## src/core/tid_pkg.sv

```systemverilog
/*
  Constants and carrier types for the topology identifier decoder.
  Assumes a 32-bit APB register bus and one 40 MHz clock.
*/
package tid_pkg;
  localparam logic [11:0] ADDR_ID       = 12'h000;
  localparam logic [11:0] ADDR_MAXLP    = 12'h004;
  localparam logic [11:0] ADDR_CORES    = 12'h008;
  localparam logic [11:0] ADDR_CACHE    = 12'h00C;
  localparam logic [11:0] ADDR_CTRL     = 12'h010;
  localparam logic [11:0] ADDR_THREAD   = 12'h014;
  localparam logic [11:0] ADDR_CORE     = 12'h018;
  localparam logic [11:0] ADDR_PACKAGE  = 12'h01C;
  localparam logic [11:0] ADDR_WIDTHS   = 12'h020;
  localparam logic [11:0] ADDR_LEAF1B   = 12'h024;
  localparam logic [11:0] ADDR_LEAF4A   = 12'h028;
  localparam logic [11:0] ADDR_LEAF1D   = 12'h02C;

  localparam int ID_LSB     = 24;
  localparam int LP_LSB     = 16;
  localparam int CORES_LSB  = 26;
  localparam int CACHE_LSB  = 14;
  localparam int CACHE_MSB  = 25;
  localparam int MT_BIT     = 28;
  localparam int CTRL_MT    = 0;
  localparam int CTRL_LEAF4 = 1;
  localparam int CTRL_GO    = 2;

  localparam logic [31:0] ID_MASK    = 32'hFF000000;
  localparam logic [31:0] LP_MASK    = 32'h00FF0000;
  localparam logic [7:0]  FULL_MASK  = 8'hFF;
  localparam logic [7:0]  ONE8       = 8'h01;
  localparam logic [7:0]  ID_RESET   = 8'h00;
  localparam logic [7:0]  LP_RESET   = 8'h01;
  localparam logic [5:0]  CORE_RESET = 6'h00;
  localparam logic [11:0] CACHE_RST  = 12'h000;
  localparam logic [2:0]  CTRL_RESET = 3'h0;

  typedef struct packed {
    logic [7:0] threadIdx;
    logic [7:0] coreIdx;
    logic [7:0] packageIdx;
  } tid_ids_s;

  typedef struct packed {
    logic [3:0] threadW;
    logic [3:0] coreW;
    logic [3:0] packageShift;
  } tid_widths_s;

  typedef enum logic [1:0] {
    ST_IDLE  = 2'b00,
    ST_CALC  = 2'b01,
    ST_DONE  = 2'b11
  } tid_state_e;
endpackage : tid_pkg

```

## src/core/tid_subfield_extract.sv

```systemverilog
/*
  Width calculation and sub-field masking for one identifier level.
  Assumes an 8-bit identifier and combinational use by its parent.
*/
`timescale 1ns/100ps
`default_nettype none
module tid_subfield_extract (
  input  wire logic [7:0] fullId,
  input  wire logic [7:0] maxCount,
  input  wire logic [3:0] shiftCount,
  output logic      [3:0] width,
  output logic      [7:0] subId
);
  logic [7:0] countLess;
  logic [7:0] mask;
  logic [8:0] hiMask;
  logic [8:0] loMask;

  // Highest set bit of count minus one, plus one; zero for one
  always_comb begin
    countLess = maxCount - tid_pkg::ONE8;
    width = 4'h0;
    for (int i = 0; i < 8; i++) begin
      if (countLess[i]) begin
        width = 4'(i + 1);
      end
    end
  end

  // Mask from shift up to shift plus width minus one, no shift down
  always_comb begin
    loMask = {1'b0, tid_pkg::FULL_MASK} << shiftCount;
    hiMask = {1'b0, tid_pkg::FULL_MASK} << (5'(shiftCount) + 5'(width));
    mask   = loMask[7:0] ^ hiMask[7:0];
    subId  = fullId & mask;
  end
endmodule : tid_subfield_extract
`default_nettype wire

```

## src/core/tid_topology_decoder.sv

```systemverilog
/*
  Topology identifier decoder: holds reported identification fields,
  decodes the identifier into thread, core and package indices.
  Assumes an APB master on the same clock; no interrupts, no buffering.
*/
// Our own choices: the APB interface to the registers and the address map.
`timescale 1ns/100ps
`default_nettype none
module tid_topology_decoder (
  input  wire logic        clk,
  input  wire logic        arst_n,
  input  wire logic        psel,
  input  wire logic        penable,
  input  wire logic        pwrite,
  input  wire logic [11:0] paddr,
  input  wire logic [31:0] pwdata,
  output logic             pready,
  output logic             pslverr,
  output logic      [31:0] prdata,
  output logic      [7:0]  threadIndex,
  output logic      [7:0]  coreIndex,
  output logic      [7:0]  packageIndex,
  output logic             primaryThread,
  output logic             decodeValid
);
  // Software-visible identification fields
  logic [7:0]  initialId;
  logic [7:0]  maxLp;
  logic [5:0]  coresField;
  logic [11:0] cacheShare;
  logic [2:0]  ctrl;
  logic [7:0]  next_initialId;
  logic [7:0]  next_maxLp;
  logic [5:0]  next_coresField;
  logic [11:0] next_cacheShare;
  logic [2:0]  next_ctrl;

  tid_pkg::tid_ids_s    ids;
  tid_pkg::tid_ids_s    next_ids;
  tid_pkg::tid_widths_s widths;
  tid_pkg::tid_widths_s next_widths;
  tid_pkg::tid_state_e  state;
  tid_pkg::tid_state_e  next_state;
  logic [31:0]          rdata;
  logic [31:0]          next_rdata;
  logic                 rdErr;
  logic                 next_rdErr;

  logic       wrEn;
  logic       rdEn;
  logic [7:0] effLp;
  logic [7:0] effCores;
  logic [7:0] lpPerCore;
  logic [3:0] threadW;
  logic [3:0] coreW;
  logic [3:0] lpW;
  logic [7:0] threadSub;
  logic [7:0] coreSub;
  logic [7:0] pkgMask;
  logic [31:0] leaf1b;
  logic [31:0] leaf4a;
  logic [31:0] leaf1d;

  assign wrEn    = psel & penable & pwrite;
  assign rdEn    = psel & ~penable & ~pwrite;
  assign pready  = 1'b1;
  assign pslverr = psel & penable & ~pwrite & rdErr;
  assign prdata  = rdata;

  // Identification words assembled from held fields
  always_comb begin
    leaf1b = 32'h00000000;
    leaf1b[tid_pkg::ID_LSB +: 8] = initialId;
    leaf1b[tid_pkg::LP_LSB +: 8] = maxLp;
    leaf4a = 32'h00000000;
    leaf4a[tid_pkg::CORES_LSB +: 6] = coresField;
    leaf4a[tid_pkg::CACHE_MSB:tid_pkg::CACHE_LSB] = cacheShare;
    leaf1d = 32'h00000000;
    leaf1d[tid_pkg::MT_BIT] = ctrl[tid_pkg::CTRL_MT];
  end
  // Effective counts; both one without capability, core count one without leaf 4
  always_comb begin
    if (!ctrl[tid_pkg::CTRL_MT]) begin
      effLp    = tid_pkg::ONE8;
      effCores = tid_pkg::ONE8;
    end else begin
      effLp    = (maxLp == 8'h00) ? tid_pkg::ONE8 : maxLp;
      effCores = ctrl[tid_pkg::CTRL_LEAF4] ? (8'(coresField) + tid_pkg::ONE8)
                                           : tid_pkg::ONE8;
    end
    lpPerCore = (effLp / effCores == 8'h00) ? tid_pkg::ONE8 : effLp / effCores;
  end

  // Thread field at shift zero
  tid_subfield_extract uThread (
    .fullId     (initialId),
    .maxCount   (lpPerCore),
    .shiftCount (4'h0),
    .width      (threadW),
    .subId      (threadSub)
  );

  // Core field shifted by thread width, from run-time counts
  tid_subfield_extract uCore (
    .fullId     (initialId),
    .maxCount   (effCores),
    .shiftCount (threadW),
    .width      (coreW),
    .subId      (coreSub)
  );

  // Width only used for the package shift
  tid_subfield_extract uPkg (
    .fullId     (initialId),
    .maxCount   (effLp),
    .shiftCount (4'h0),
    .width      (lpW),
    .subId      ()
  );

  assign pkgMask = tid_pkg::FULL_MASK << lpW;

  // Register writes
  always_comb begin
    next_initialId  = initialId;
    next_maxLp      = maxLp;
    next_coresField = coresField;
    next_cacheShare = cacheShare;
    next_ctrl       = ctrl;
    next_ctrl[tid_pkg::CTRL_GO] = 1'b0;
    if (wrEn) begin
      case (paddr)
        tid_pkg::ADDR_ID:    next_initialId  = pwdata[7:0];
        tid_pkg::ADDR_MAXLP: next_maxLp      = pwdata[7:0];
        tid_pkg::ADDR_CORES: next_coresField = pwdata[5:0];
        tid_pkg::ADDR_CACHE: next_cacheShare = pwdata[11:0];
        tid_pkg::ADDR_CTRL:  next_ctrl       = pwdata[2:0];
        tid_pkg::ADDR_LEAF1B: begin
          next_initialId = 8'((pwdata & tid_pkg::ID_MASK) >> tid_pkg::ID_LSB);
          next_maxLp     = 8'((pwdata & tid_pkg::LP_MASK) >> tid_pkg::LP_LSB);
        end
        tid_pkg::ADDR_LEAF4A: begin
          next_coresField = pwdata[31:tid_pkg::CORES_LSB];
          next_cacheShare = pwdata[tid_pkg::CACHE_MSB:tid_pkg::CACHE_LSB];
        end
        tid_pkg::ADDR_LEAF1D: next_ctrl[tid_pkg::CTRL_MT] = pwdata[tid_pkg::MT_BIT];
        default: ;
      endcase
    end
  end

  always_ff @(posedge clk or negedge arst_n) begin
    if (!arst_n) begin
      initialId  <= tid_pkg::ID_RESET;
      maxLp      <= tid_pkg::LP_RESET;
      coresField <= tid_pkg::CORE_RESET;
      cacheShare <= tid_pkg::CACHE_RST;
      ctrl       <= tid_pkg::CTRL_RESET;
    end else begin
      initialId  <= next_initialId;
      maxLp      <= next_maxLp;
      coresField <= next_coresField;
      cacheShare <= next_cacheShare;
      ctrl       <= next_ctrl;
    end
  end

  // Decode sequencing; outputs follow inputs by one cycle
  always_comb begin
    next_state  = state;
    next_ids    = ids;
    next_widths = widths;
    case (state)
      tid_pkg::ST_IDLE: begin
        if (next_ctrl[tid_pkg::CTRL_GO] || wrEn) begin
          next_state = tid_pkg::ST_CALC;
        end
      end
      tid_pkg::ST_CALC: next_state = tid_pkg::ST_DONE;
      tid_pkg::ST_DONE: begin
        if (wrEn) begin
          next_state = tid_pkg::ST_CALC;
        end
      end
      default: next_state = tid_pkg::ST_IDLE;
    endcase
    if (state != tid_pkg::ST_IDLE) begin
      next_ids.threadIdx  = threadSub;
      next_ids.coreIdx    = coreSub;
      next_ids.packageIdx = initialId & pkgMask;
      next_widths.threadW = threadW;
      next_widths.coreW   = coreW;
      next_widths.packageShift = lpW;
    end
  end

  always_ff @(posedge clk or negedge arst_n) begin
    if (!arst_n) begin
      state  <= tid_pkg::ST_IDLE;
      ids    <= '0;
      widths <= '0;
    end else begin
      state  <= next_state;
      ids    <= next_ids;
      widths <= next_widths;
    end
  end

  assign threadIndex   = ids.threadIdx;
  assign coreIndex     = ids.coreIdx;
  assign packageIndex  = ids.packageIdx;
  assign primaryThread = (ids.threadIdx == 8'h00);
  assign decodeValid   = (state == tid_pkg::ST_DONE);

  // Read data captured in setup cycle
  always_comb begin
    next_rdata = rdata;
    next_rdErr = rdErr;
    if (rdEn) begin
      next_rdata = 32'h00000000;
      next_rdErr = 1'b0;
      case (paddr)
        tid_pkg::ADDR_ID:      next_rdata[7:0]  = initialId;
        tid_pkg::ADDR_MAXLP:   next_rdata[7:0]  = maxLp;
        tid_pkg::ADDR_CORES:   next_rdata[5:0]  = coresField;
        tid_pkg::ADDR_CACHE:   next_rdata[11:0] = cacheShare;
        tid_pkg::ADDR_CTRL:    next_rdata[2:0]  = ctrl;
        tid_pkg::ADDR_THREAD:  next_rdata[7:0]  = ids.threadIdx;
        tid_pkg::ADDR_CORE:    next_rdata[7:0]  = ids.coreIdx;
        tid_pkg::ADDR_PACKAGE: next_rdata[7:0]  = ids.packageIdx;
        tid_pkg::ADDR_WIDTHS:  next_rdata[11:0] = widths;
        tid_pkg::ADDR_LEAF1B:  next_rdata       = leaf1b;
        tid_pkg::ADDR_LEAF4A:  next_rdata       = leaf4a;
        tid_pkg::ADDR_LEAF1D:  next_rdata       = leaf1d;
        default:               next_rdErr       = 1'b1;
      endcase
    end
  end

  always_ff @(posedge clk or negedge arst_n) begin
    if (!arst_n) begin
      rdata <= 32'h00000000;
      rdErr <= 1'b0;
    end else begin
      rdata <= next_rdata;
      rdErr <= next_rdErr;
    end
  end
endmodule : tid_topology_decoder
`default_nettype wire

```

## config.mk

```make
export PLATFORM = sky130hd
export DESIGN_NAME = tid_topology_decoder
export DESIGN_NICKNAME = d
export VERILOG_FILES = /design/src/core/tid_pkg.sv /design/src/core/tid_subfield_extract.sv /design/src/core/tid_topology_decoder.sv
export SDC_FILE = /design/constraint.sdc
export NUM_CORES = 1
export LEC_CHECK = 0
export ABC_AREA = 1
export BUFFER_PORTS_ARGS = -buffer_cell sky130_fd_sc_hd__buf_2
export CAP_MARGIN = 20
export CORE_ASPECT_RATIO = 0.9
export CORE_MARGIN = 2
export CORE_UTILIZATION = 64
export CTS_CLUSTER_DIAMETER = 200
export DETAILED_ROUTE_END_ITERATION = 12
export GPL_TIMING_DRIVEN = 1
export HOLD_SLACK_MARGIN = 0.1
export PLACE_DENSITY_LB_ADDON = 0.2
export SLEW_MARGIN = 20
export SYNTH_ARGS = -nofsm -noshare
export SYNTH_HDL_FRONTEND = slang
export SYNTH_SLANG_ARGS = --single-unit
```

## constraint.sdc

```tcl
create_clock -name clk -period 23.2 [get_ports clk]
set_input_delay 0 -clock clk [delete_from_list [all_inputs] [get_ports clk]]
set_output_delay 0 -clock clk [all_outputs]
set_load 0.005 [all_outputs]
```

==> results of run 1 <==
-- cells in the final DEF, fill, tap and decap left out, types with 15 or more instances in the layout --
cell and instances:
nand2_1 259, inv_1 181, dfrtp_1 105, buf_2 102, o21ai_0 94, nor2_1 85, nand3_1 52, ha_1 47
a21oi_1 39, o22ai_1 38, dlygate4sd3_1 28, nand2_2 16, nand4_1 15, xor2_1 15, nor3_1 15
-- repair_timing --
action                                 4_1_cts  5_1_grt
hold buffers                                28        0
setup buffers                                0        0
resized for setup                            0        0
endpoints found under the hold margin       62        0
-- stage by stage --
stage                     cell area [um^2]  power (mW)
after floorplan                       8040       0.287
after global placement                8660       0.328
after detailed placement              8660       0.331
after CTS                             9260       0.490
after global routing                  9260       0.514
final                                 9260       0.491
-- tightest hold or removal path: stages --
cell,delay [ps]
buf_2,80
inv_1,40
o21ai_0,140
mux2_2,140
-- layer usage --
| metal | wire length, um | global-route usage | vias to the layer above |
|---|---|---|---|
| met2 | 10800 | 0.572 | 483 |
| met3 | 2590 | 0.0710 | 83 |
| met4 | 890 | 0.138 | 0 |
| met1 | 10200 | 0.519 | 3938 |
| li1 | - | - | 3948 |
| met5 | 0 | 0 | - |
-- power breakdown --
| part | switching (mW) | total, mW | internal [mW] |
|---|---|---|---|
| Clock | 0.0722 | 0.160 | 0.0878 |
| Sequential | 0.00678 | 0.202 | 0.196 |
| Combinational | 0.0809 | 0.129 | 0.0481 |
-- layout make-up --
class	count	area share
Tap cell	160	0.0216
Sequential cell	106	0.287
Timing Repair Buffer	138	0.0919
Inverter	192	0.0778
Antenna cell	1	0.000270
Clock inverter	6	0.00784
Clock buffer	10	0.0258
Multi-Input combinational cell	798	0.488
-- registers in the layout, summed over array words and instances, names as in the netlist --
register,cells
cacheShare,12
coreIndex,8
coresField,6
ctrl,3
initialId,8
maxLp,8
packageIndex,8
prdata,30
rdErr,1
state,2
threadIndex,8
widths,12
-- how the worst min path moves through the flow --
| stage | start | to | slack (ps) |
|---|---|---|---|
| after floorplan | arst_n | cacheShare[0]$_DFFE_PN0P_ | -300 |
| after global placement | arst_n | coreIndex[3]$_DFFE_PN0P_ | -20 |
| after detailed placement | arst_n | coreIndex[3]$_DFFE_PN0P_ | -20 |
| after CTS | pwdata[26] | coresField[0]$_DFFE_PN0P_ | 100 |
| after global routing | pwdata[26] | coresField[0]$_DFFE_PN0P_ | 150 |
| final | pwdata[18] | maxLp[2]$_DFFE_PN0P_ | 90 |
-- cell families (layout without fill, tap and decap cells) --
group,count (synthesis),after routing
multiplexers,14,14
XOR/XNOR,26,26
flip-flops,106,106
buffers and inverters,224,346
other,2,4
AO/OA/AOI/OAI,227,227
adder cells (fa/ha/maj),47,47
AND/OR/NAND/NOR,481,481
==> results.md, run 1 <==
* CTS tree: done
* Slew HR at 0.391
* H-Tree Depth at 3
* Yosys top cell by area: dfrtp_1
* Row count at 38
* Post-route DRC violation count at 0
* Total Wirelength at 24400 um
* DR WL/cell at 17.3 um
* Antenna-violating nets left at 0
* Status: finished, final reports clean
* DRT iter0 DRCs at 995
* Origin of the critical flop-to-flop path: ctrl[0]$_DFFE_PN0P_
* I/O pins at 109
* Grt ovf at 0
* Max_cap viols at 0
* Worst Skew at 9.49 ps
* Sequential share of the synthesized area at 0.330
* Setup tns final at 0 ps
* Synth Register Bits at 106
* Fill cells at 960
* Worst path required time at 23440 ps
* Area share of the largest cell type after synthesis at 0.327
* Hold crit path type: in -> reg
* Number of enable flip-flop cells after synthesis at 0
* Area share of fa/ha/maj cells after synthesis at 0.0732
* R2r endpoint: coreIndex[0]$_DFFE_PN0P_
* CP most frequent cell: nand2_1
* Top area cells in the synthesized netlist: dfrtp_1 (33%), nand2_1 (12%), inv_1 (8.5%), ha_1 (7.3%), o21ai_0 (5.9%)
* Worst path slowest cell: nor2_1
* Share of cells above drive strength 1 at 0.162
* I/O Buffers at 103
* Initial core utilization at 0.660
* Clock Path Buffers at 2
* CP Capture Type: register
* Area growth from synthesis to final layout at 15.2%
* Arr. time, crit path at 14760 ps
* Min cycle time layout at 14520 ps
* Final setup violation count at 0
* Pre-CTS WS at 8860 ps
* Placed cell count at 1366
* Synth unique cells at 55
* Util after Layout at 0.761
* Nets at 1341
* Pin count of the biggest net entering global routing at 73
* Die X-Extent at 122 um
* Syn Inst Count at 1127
* DRT Pass-1 Iters at 5
* Non-filler instance count after layout at 1411
* CP Launch Point: ctrl[0]$_DFFE_PN0P_
* Main combinational cell family by area after synthesis: simple AND/OR/NAND/NOR gates
* Worst Setup Start Kind: register
* CTS buffer count at 9
* Period utilization at 0.626
* Hold depth at 4
* Simple-gate share of the synthesized area at 0.272
* Syn avg cell area at 7.13 um^2
* DR vias at 8452
* Maximum clock rate at 0.0688 GHz
* CTS root buffer: clkbuf_16
* Fin Hold WS at 87.7 ps
* CTS sink cnt at 106
* Slew Limit Fails at 0
* Final hold violations at 0
* Worst-path clk slew at 70 ps
* Die Ht at 110 um
* Drt via density at 5.99
* Mapped Area at 8040 um^2
* Top_reg_cell synth: dfrtp_1
* Seq. cell area at 2650 um^2
* Lkg Pwr at 5.20 nW
* GPL Wtd Cong at 0.979
* Area of the multi-input gates at 4520 um^2
* Worst VDD drop at 0.0000348 V
* Final setup margin at 8680 ps
* Clk_lat worst skew at 360 ps
* Mux cell area share after synthesis at 0.0196
* Vias in the first global route at 7771
* Count leader, synth: nand2_1
* Post-Synth XOR/XNOR Area at 0.0283
* Worst Tran Pin Value at 890 ps
* Ys async rst share at 1.00
* CP Buf/Inv Count at 9
* Commonest cells post-synth: nand2_1 (259), inv_1 (181), dfrtp_1 (105)
* Initial antenna violation count at 0
* R2R depth at 99
* CP Capture Point: coreIndex[0]$_DFFE_PN0P_
* Global-route wire length before repair at 38400 um
* RSZ-0062 raised after global routing: no
* Core area at 12200 um^2
* Synth Area in Compound Gates at 0.167
* Worst path top cell family by delay: simple AND/OR/NAND/NOR gates
* DPL Wire Length at 18300 um
* GRT Util Overall at 0.370
* Crit Path Class: reg -> reg
* Critical path peak fanout at 17
* Critical path depth at 99
* Pwr Density at 53.1 nW/um^2
* Die ar. at 13500 um^2
* Ys Warns at 0
* R2R Setup Slk at 8680 ps
* Crit-path max cell delay at 610 ps
(Power assumes the default switching activity.)
==> run 2: changes to the inputs <==
--- a/config.mk
+++ b/config.mk
@@ -5,12 +5,12 @@
 export SDC_FILE = /design/constraint.sdc
 export NUM_CORES = 1
 export LEC_CHECK = 0
-export ABC_AREA = 1
+export ABC_AREA = 0
 export BUFFER_PORTS_ARGS = -buffer_cell sky130_fd_sc_hd__buf_2
 export CAP_MARGIN = 20
 export CORE_ASPECT_RATIO = 0.9
 export CORE_MARGIN = 2
-export CORE_UTILIZATION = 64
+export CORE_UTILIZATION = 53
 export CTS_CLUSTER_DIAMETER = 200
 export DETAILED_ROUTE_END_ITERATION = 12
 export GPL_TIMING_DRIVEN = 1
==> constraint.sdc (replaced) <==
create_clock -name clk -period 12 [get_ports clk]
set_input_delay 0 -clock clk [delete_from_list [all_inputs] [get_ports clk]]
set_output_delay 0 -clock clk [all_outputs]
set_load 0.005 [all_outputs]
==> results.md, run 2 <==
* Total inserted antenna cells at 0
* CTS buffer count at 9
* Post-route DRC violation count at 0
* Core area at 14700 um^2
* DP Area at 9800 um^2
* Initial core utilization at 0.540
* I/O Buffers at 103
* Arr. time, crit path at 13190 ps
* Clk_lat worst skew at 360 ps
* DR WL/cell at 19.9 um
* Total Wirelength at 28400 um
* Die Ht at 120 um
* Hold crit path type: in -> reg
* Crit-path max cell delay at 440 ps
* Syn Inst Count at 960
* Ys Warns at 0
* Commonest cells post-synth: nor2_1 (120), nand2_1 (115), dfrtp_1 (105)
* Status: finished with violations
* Worst path top cell family by delay: compound AO/OA/AOI/OAI gates
* Nets at 1323
* Clk pwr share at 0.118
* Sequential share of the synthesized area at 0.335
* Worst Setup Start Kind: register
* Mapped Area at 7920 um^2
* Period utilization at 1.07
* Top area cells in the synthesized netlist: dfrtp_1 (33%), ha_1 (7.4%), nor2_1 (5.7%), nand2_1 (5.5%), a21oi_1 (4.8%)
* Commonest non-fill, non-tap cell in the layout: buf_4
* Slew HR at 0.275
* Area growth from synthesis to final layout at 37.9%
* Antenna-violating nets left at 0
* CP most frequent cell: ha_4
* Combinational share of power at 0.736
* Number of enable flip-flop cells after synthesis at 0
* Seq pwr share at 0.147
* Fin Hold WS at 92.5 ps
* CTS sink cnt at 106
* DRT iter0 DRCs at 1174
* Maximum clock rate at 0.0775 GHz
* Worst-path clk slew at 80 ps
* Yosys top cell by area: dfrtp_1
* Lkg Pwr at 5.17 nW
* Failing checks: setup timing
* CTS tree: done
* Area share of the largest cell type after synthesis at 0.332
* Worst path required time at 12290 ps
* DR vias at 8946
* RSZ-0062 raised after global routing: yes
* Synth unique cells at 90
* Pin count of the biggest net entering global routing at 69
* Most frequent cells in the layout: buf_4 (165), nor2_1 (112), nand2_1 (110)
* GRT Util Overall at 0.349
* Internal at 1.57 mW
* Pre-CTS WS at -967 ps
* I/O pins at 109
* Min cycle time layout at 12900 ps
* Die X-Extent at 133 um
* Critical path peak fanout at 7
* Row count at 42
* H-Tree Depth at 3
* DPL Wire Length at 20300 um
* GPL Wtd Cong at 0.999
* CP Capture Type: register
* Synth Register Bits at 106
* Global-route wire length before repair at 44300 um
* Die ar. at 15900 um^2
* Slew Limit Fails at 0
* DRT Pass-1 Iters at 8
* Drt via density at 6.26
* CP Buf/Inv Count at 2
* Vias in the first global route at 8467
* Syn avg cell area at 8.25 um^2
* Count leader, synth: nor2_1
* Final setup margin at -899 ps
* Worst Skew at 8.32 ps
* Fill cells at 1041
* Initial antenna violation count at 0
* Final setup violation count at 8
* Worst path slowest cell: dfrtp_1
* Ys async rst share at 1.00
* Pwr Density at 246 nW/um^2
* Grt ovf at 0
* Worst Tran Pin Value at 1080 ps
* Net Sw Frac at 0.415
* Final hold violations at 0
* Clock Path Buffers at 2
* Fin area at 10900 um^2
* Max_cap viols at 0
* Max reg flops at 30
* Final Total Pwr at 2.69 mW
* Crit Path Class: reg -> reg
* NetSw at 1.12 mW
* Worst VDD drop at 0.000407 V
* CTS root buffer: clkbuf_16
* Top_reg_cell synth: dfrtp_1
* Setup tns final at -6860 ps
* Share of cells above drive strength 1 at 0.325
[run 2: changes by cell type in the layout (fill, tap and decap cells not counted), moves of 19 or more]
cell / delta
inv_1: -154
o21ai_0: -44
buf_4: +157
a21oi_1: +30
nor2_1: +27
o22ai_1: -35
nor2b_1: +19
nand2_1: -149
a221oi_1: +20
nand3_1: -19
[run 2: power by group through the flow]
stage / sequential, mW / clock (mW) / combinational, mW
final: 0.394 / 0.316 / 1.98
after global routing: 0.395 / 0.331 / 2.14
after CTS: 0.393 / 0.315 / 1.83
after detailed placement: 0.400 / 0 / 1.70
after global placement: 0.399 / 0 / 1.67
after floorplan: 0.398 / 0 / 0.997
[run 2: cells by family after synthesis]
group                      Yosys count  share of synthesized area
AOI/OAI and AO/OA                  296                      0.259
xor gates and xnor gates            26                     0.0288
adders and majority gates           48                     0.0755
buffers and inverters               81                     0.0445
DFF                                106                      0.335
muxes                               23                     0.0318
other                                2                   0.000948
and+or+nand+nor                    378                      0.224
[run 2: worst min-delay path, stage by stage]
cell and delay (ps):
buf_2 120, o31ai_1 70, nand4b_1 120, o21ai_0 90
[run 2: stage by stage]
stage,util,instances
final,0.745,1430
after global routing,0.745,1430
after global placement,0.668,1352
after floorplan,-,961
after CTS,0.729,1417
after detailed placement,0.668,1352
[run 2: final timing paths]
| path | from | to | slack [ps] | depth (start not counted) |
|---|---|---|---|---|
| min reg2reg | prdata[15]$_DFFE_PN0P_ | prdata[15]$_DFFE_PN0P_ | 470 | 2 |
| max | coresField[0]$_DFFE_PN0P_ | coreIndex[3]$_DFFE_PN0P_ | -900 | 64 |
| max reg2reg | coresField[0]$_DFFE_PN0P_ | coreIndex[3]$_DFFE_PN0P_ | -900 | 64 |
| min in group asynchronous | arst_n | prdata[0]$_DFFE_PN0P_ | 160 | 2 |
| max in group asynchronous | arst_n | packageIndex[6]$_DFFE_PN0P_ | 10620 | 3 |
| min | paddr[4] | prdata[1]$_DFFE_PN0P_ | 90 | 4 |
[run 2: routing by layer]
| layer | part of all wire | vias to the layer above | global-route usage |
|---|---|---|---|
| li1 | - | 4076 | - |
| met1 | 0.42 | 4166 | 0.496 |
| met2 | 0.43 | 593 | 0.529 |
| met3 | 0.12 | 111 | 0.0870 |
| met4 | 0.032 | 0 | 0.0948 |
| met5 | 0 | - | 0 |
[run 2: what timing repair did]
action                                  4_1_cts  5_1_grt
cloned                                        2        0
resized for setup                            21       33
hold buffers                                 30        0
setup buffers                                17       15
endpoints found under the hold margin        78        0
endpoints found under the setup margin        8       13
pin swaps                                    34       38
[run 2: layout make-up]
cell class                      instances  area [um^2]  area share
Tap cell                              198          248      0.0227
Timing Repair Buffer                  304         2130       0.195
Clock buffer                            9          225      0.0206
Inverter                               30          113      0.0103
Sequential cell                       106         2660       0.243
Clock inverter                          7         95.1     0.00870
Multi-Input combinational cell        776         5460       0.500
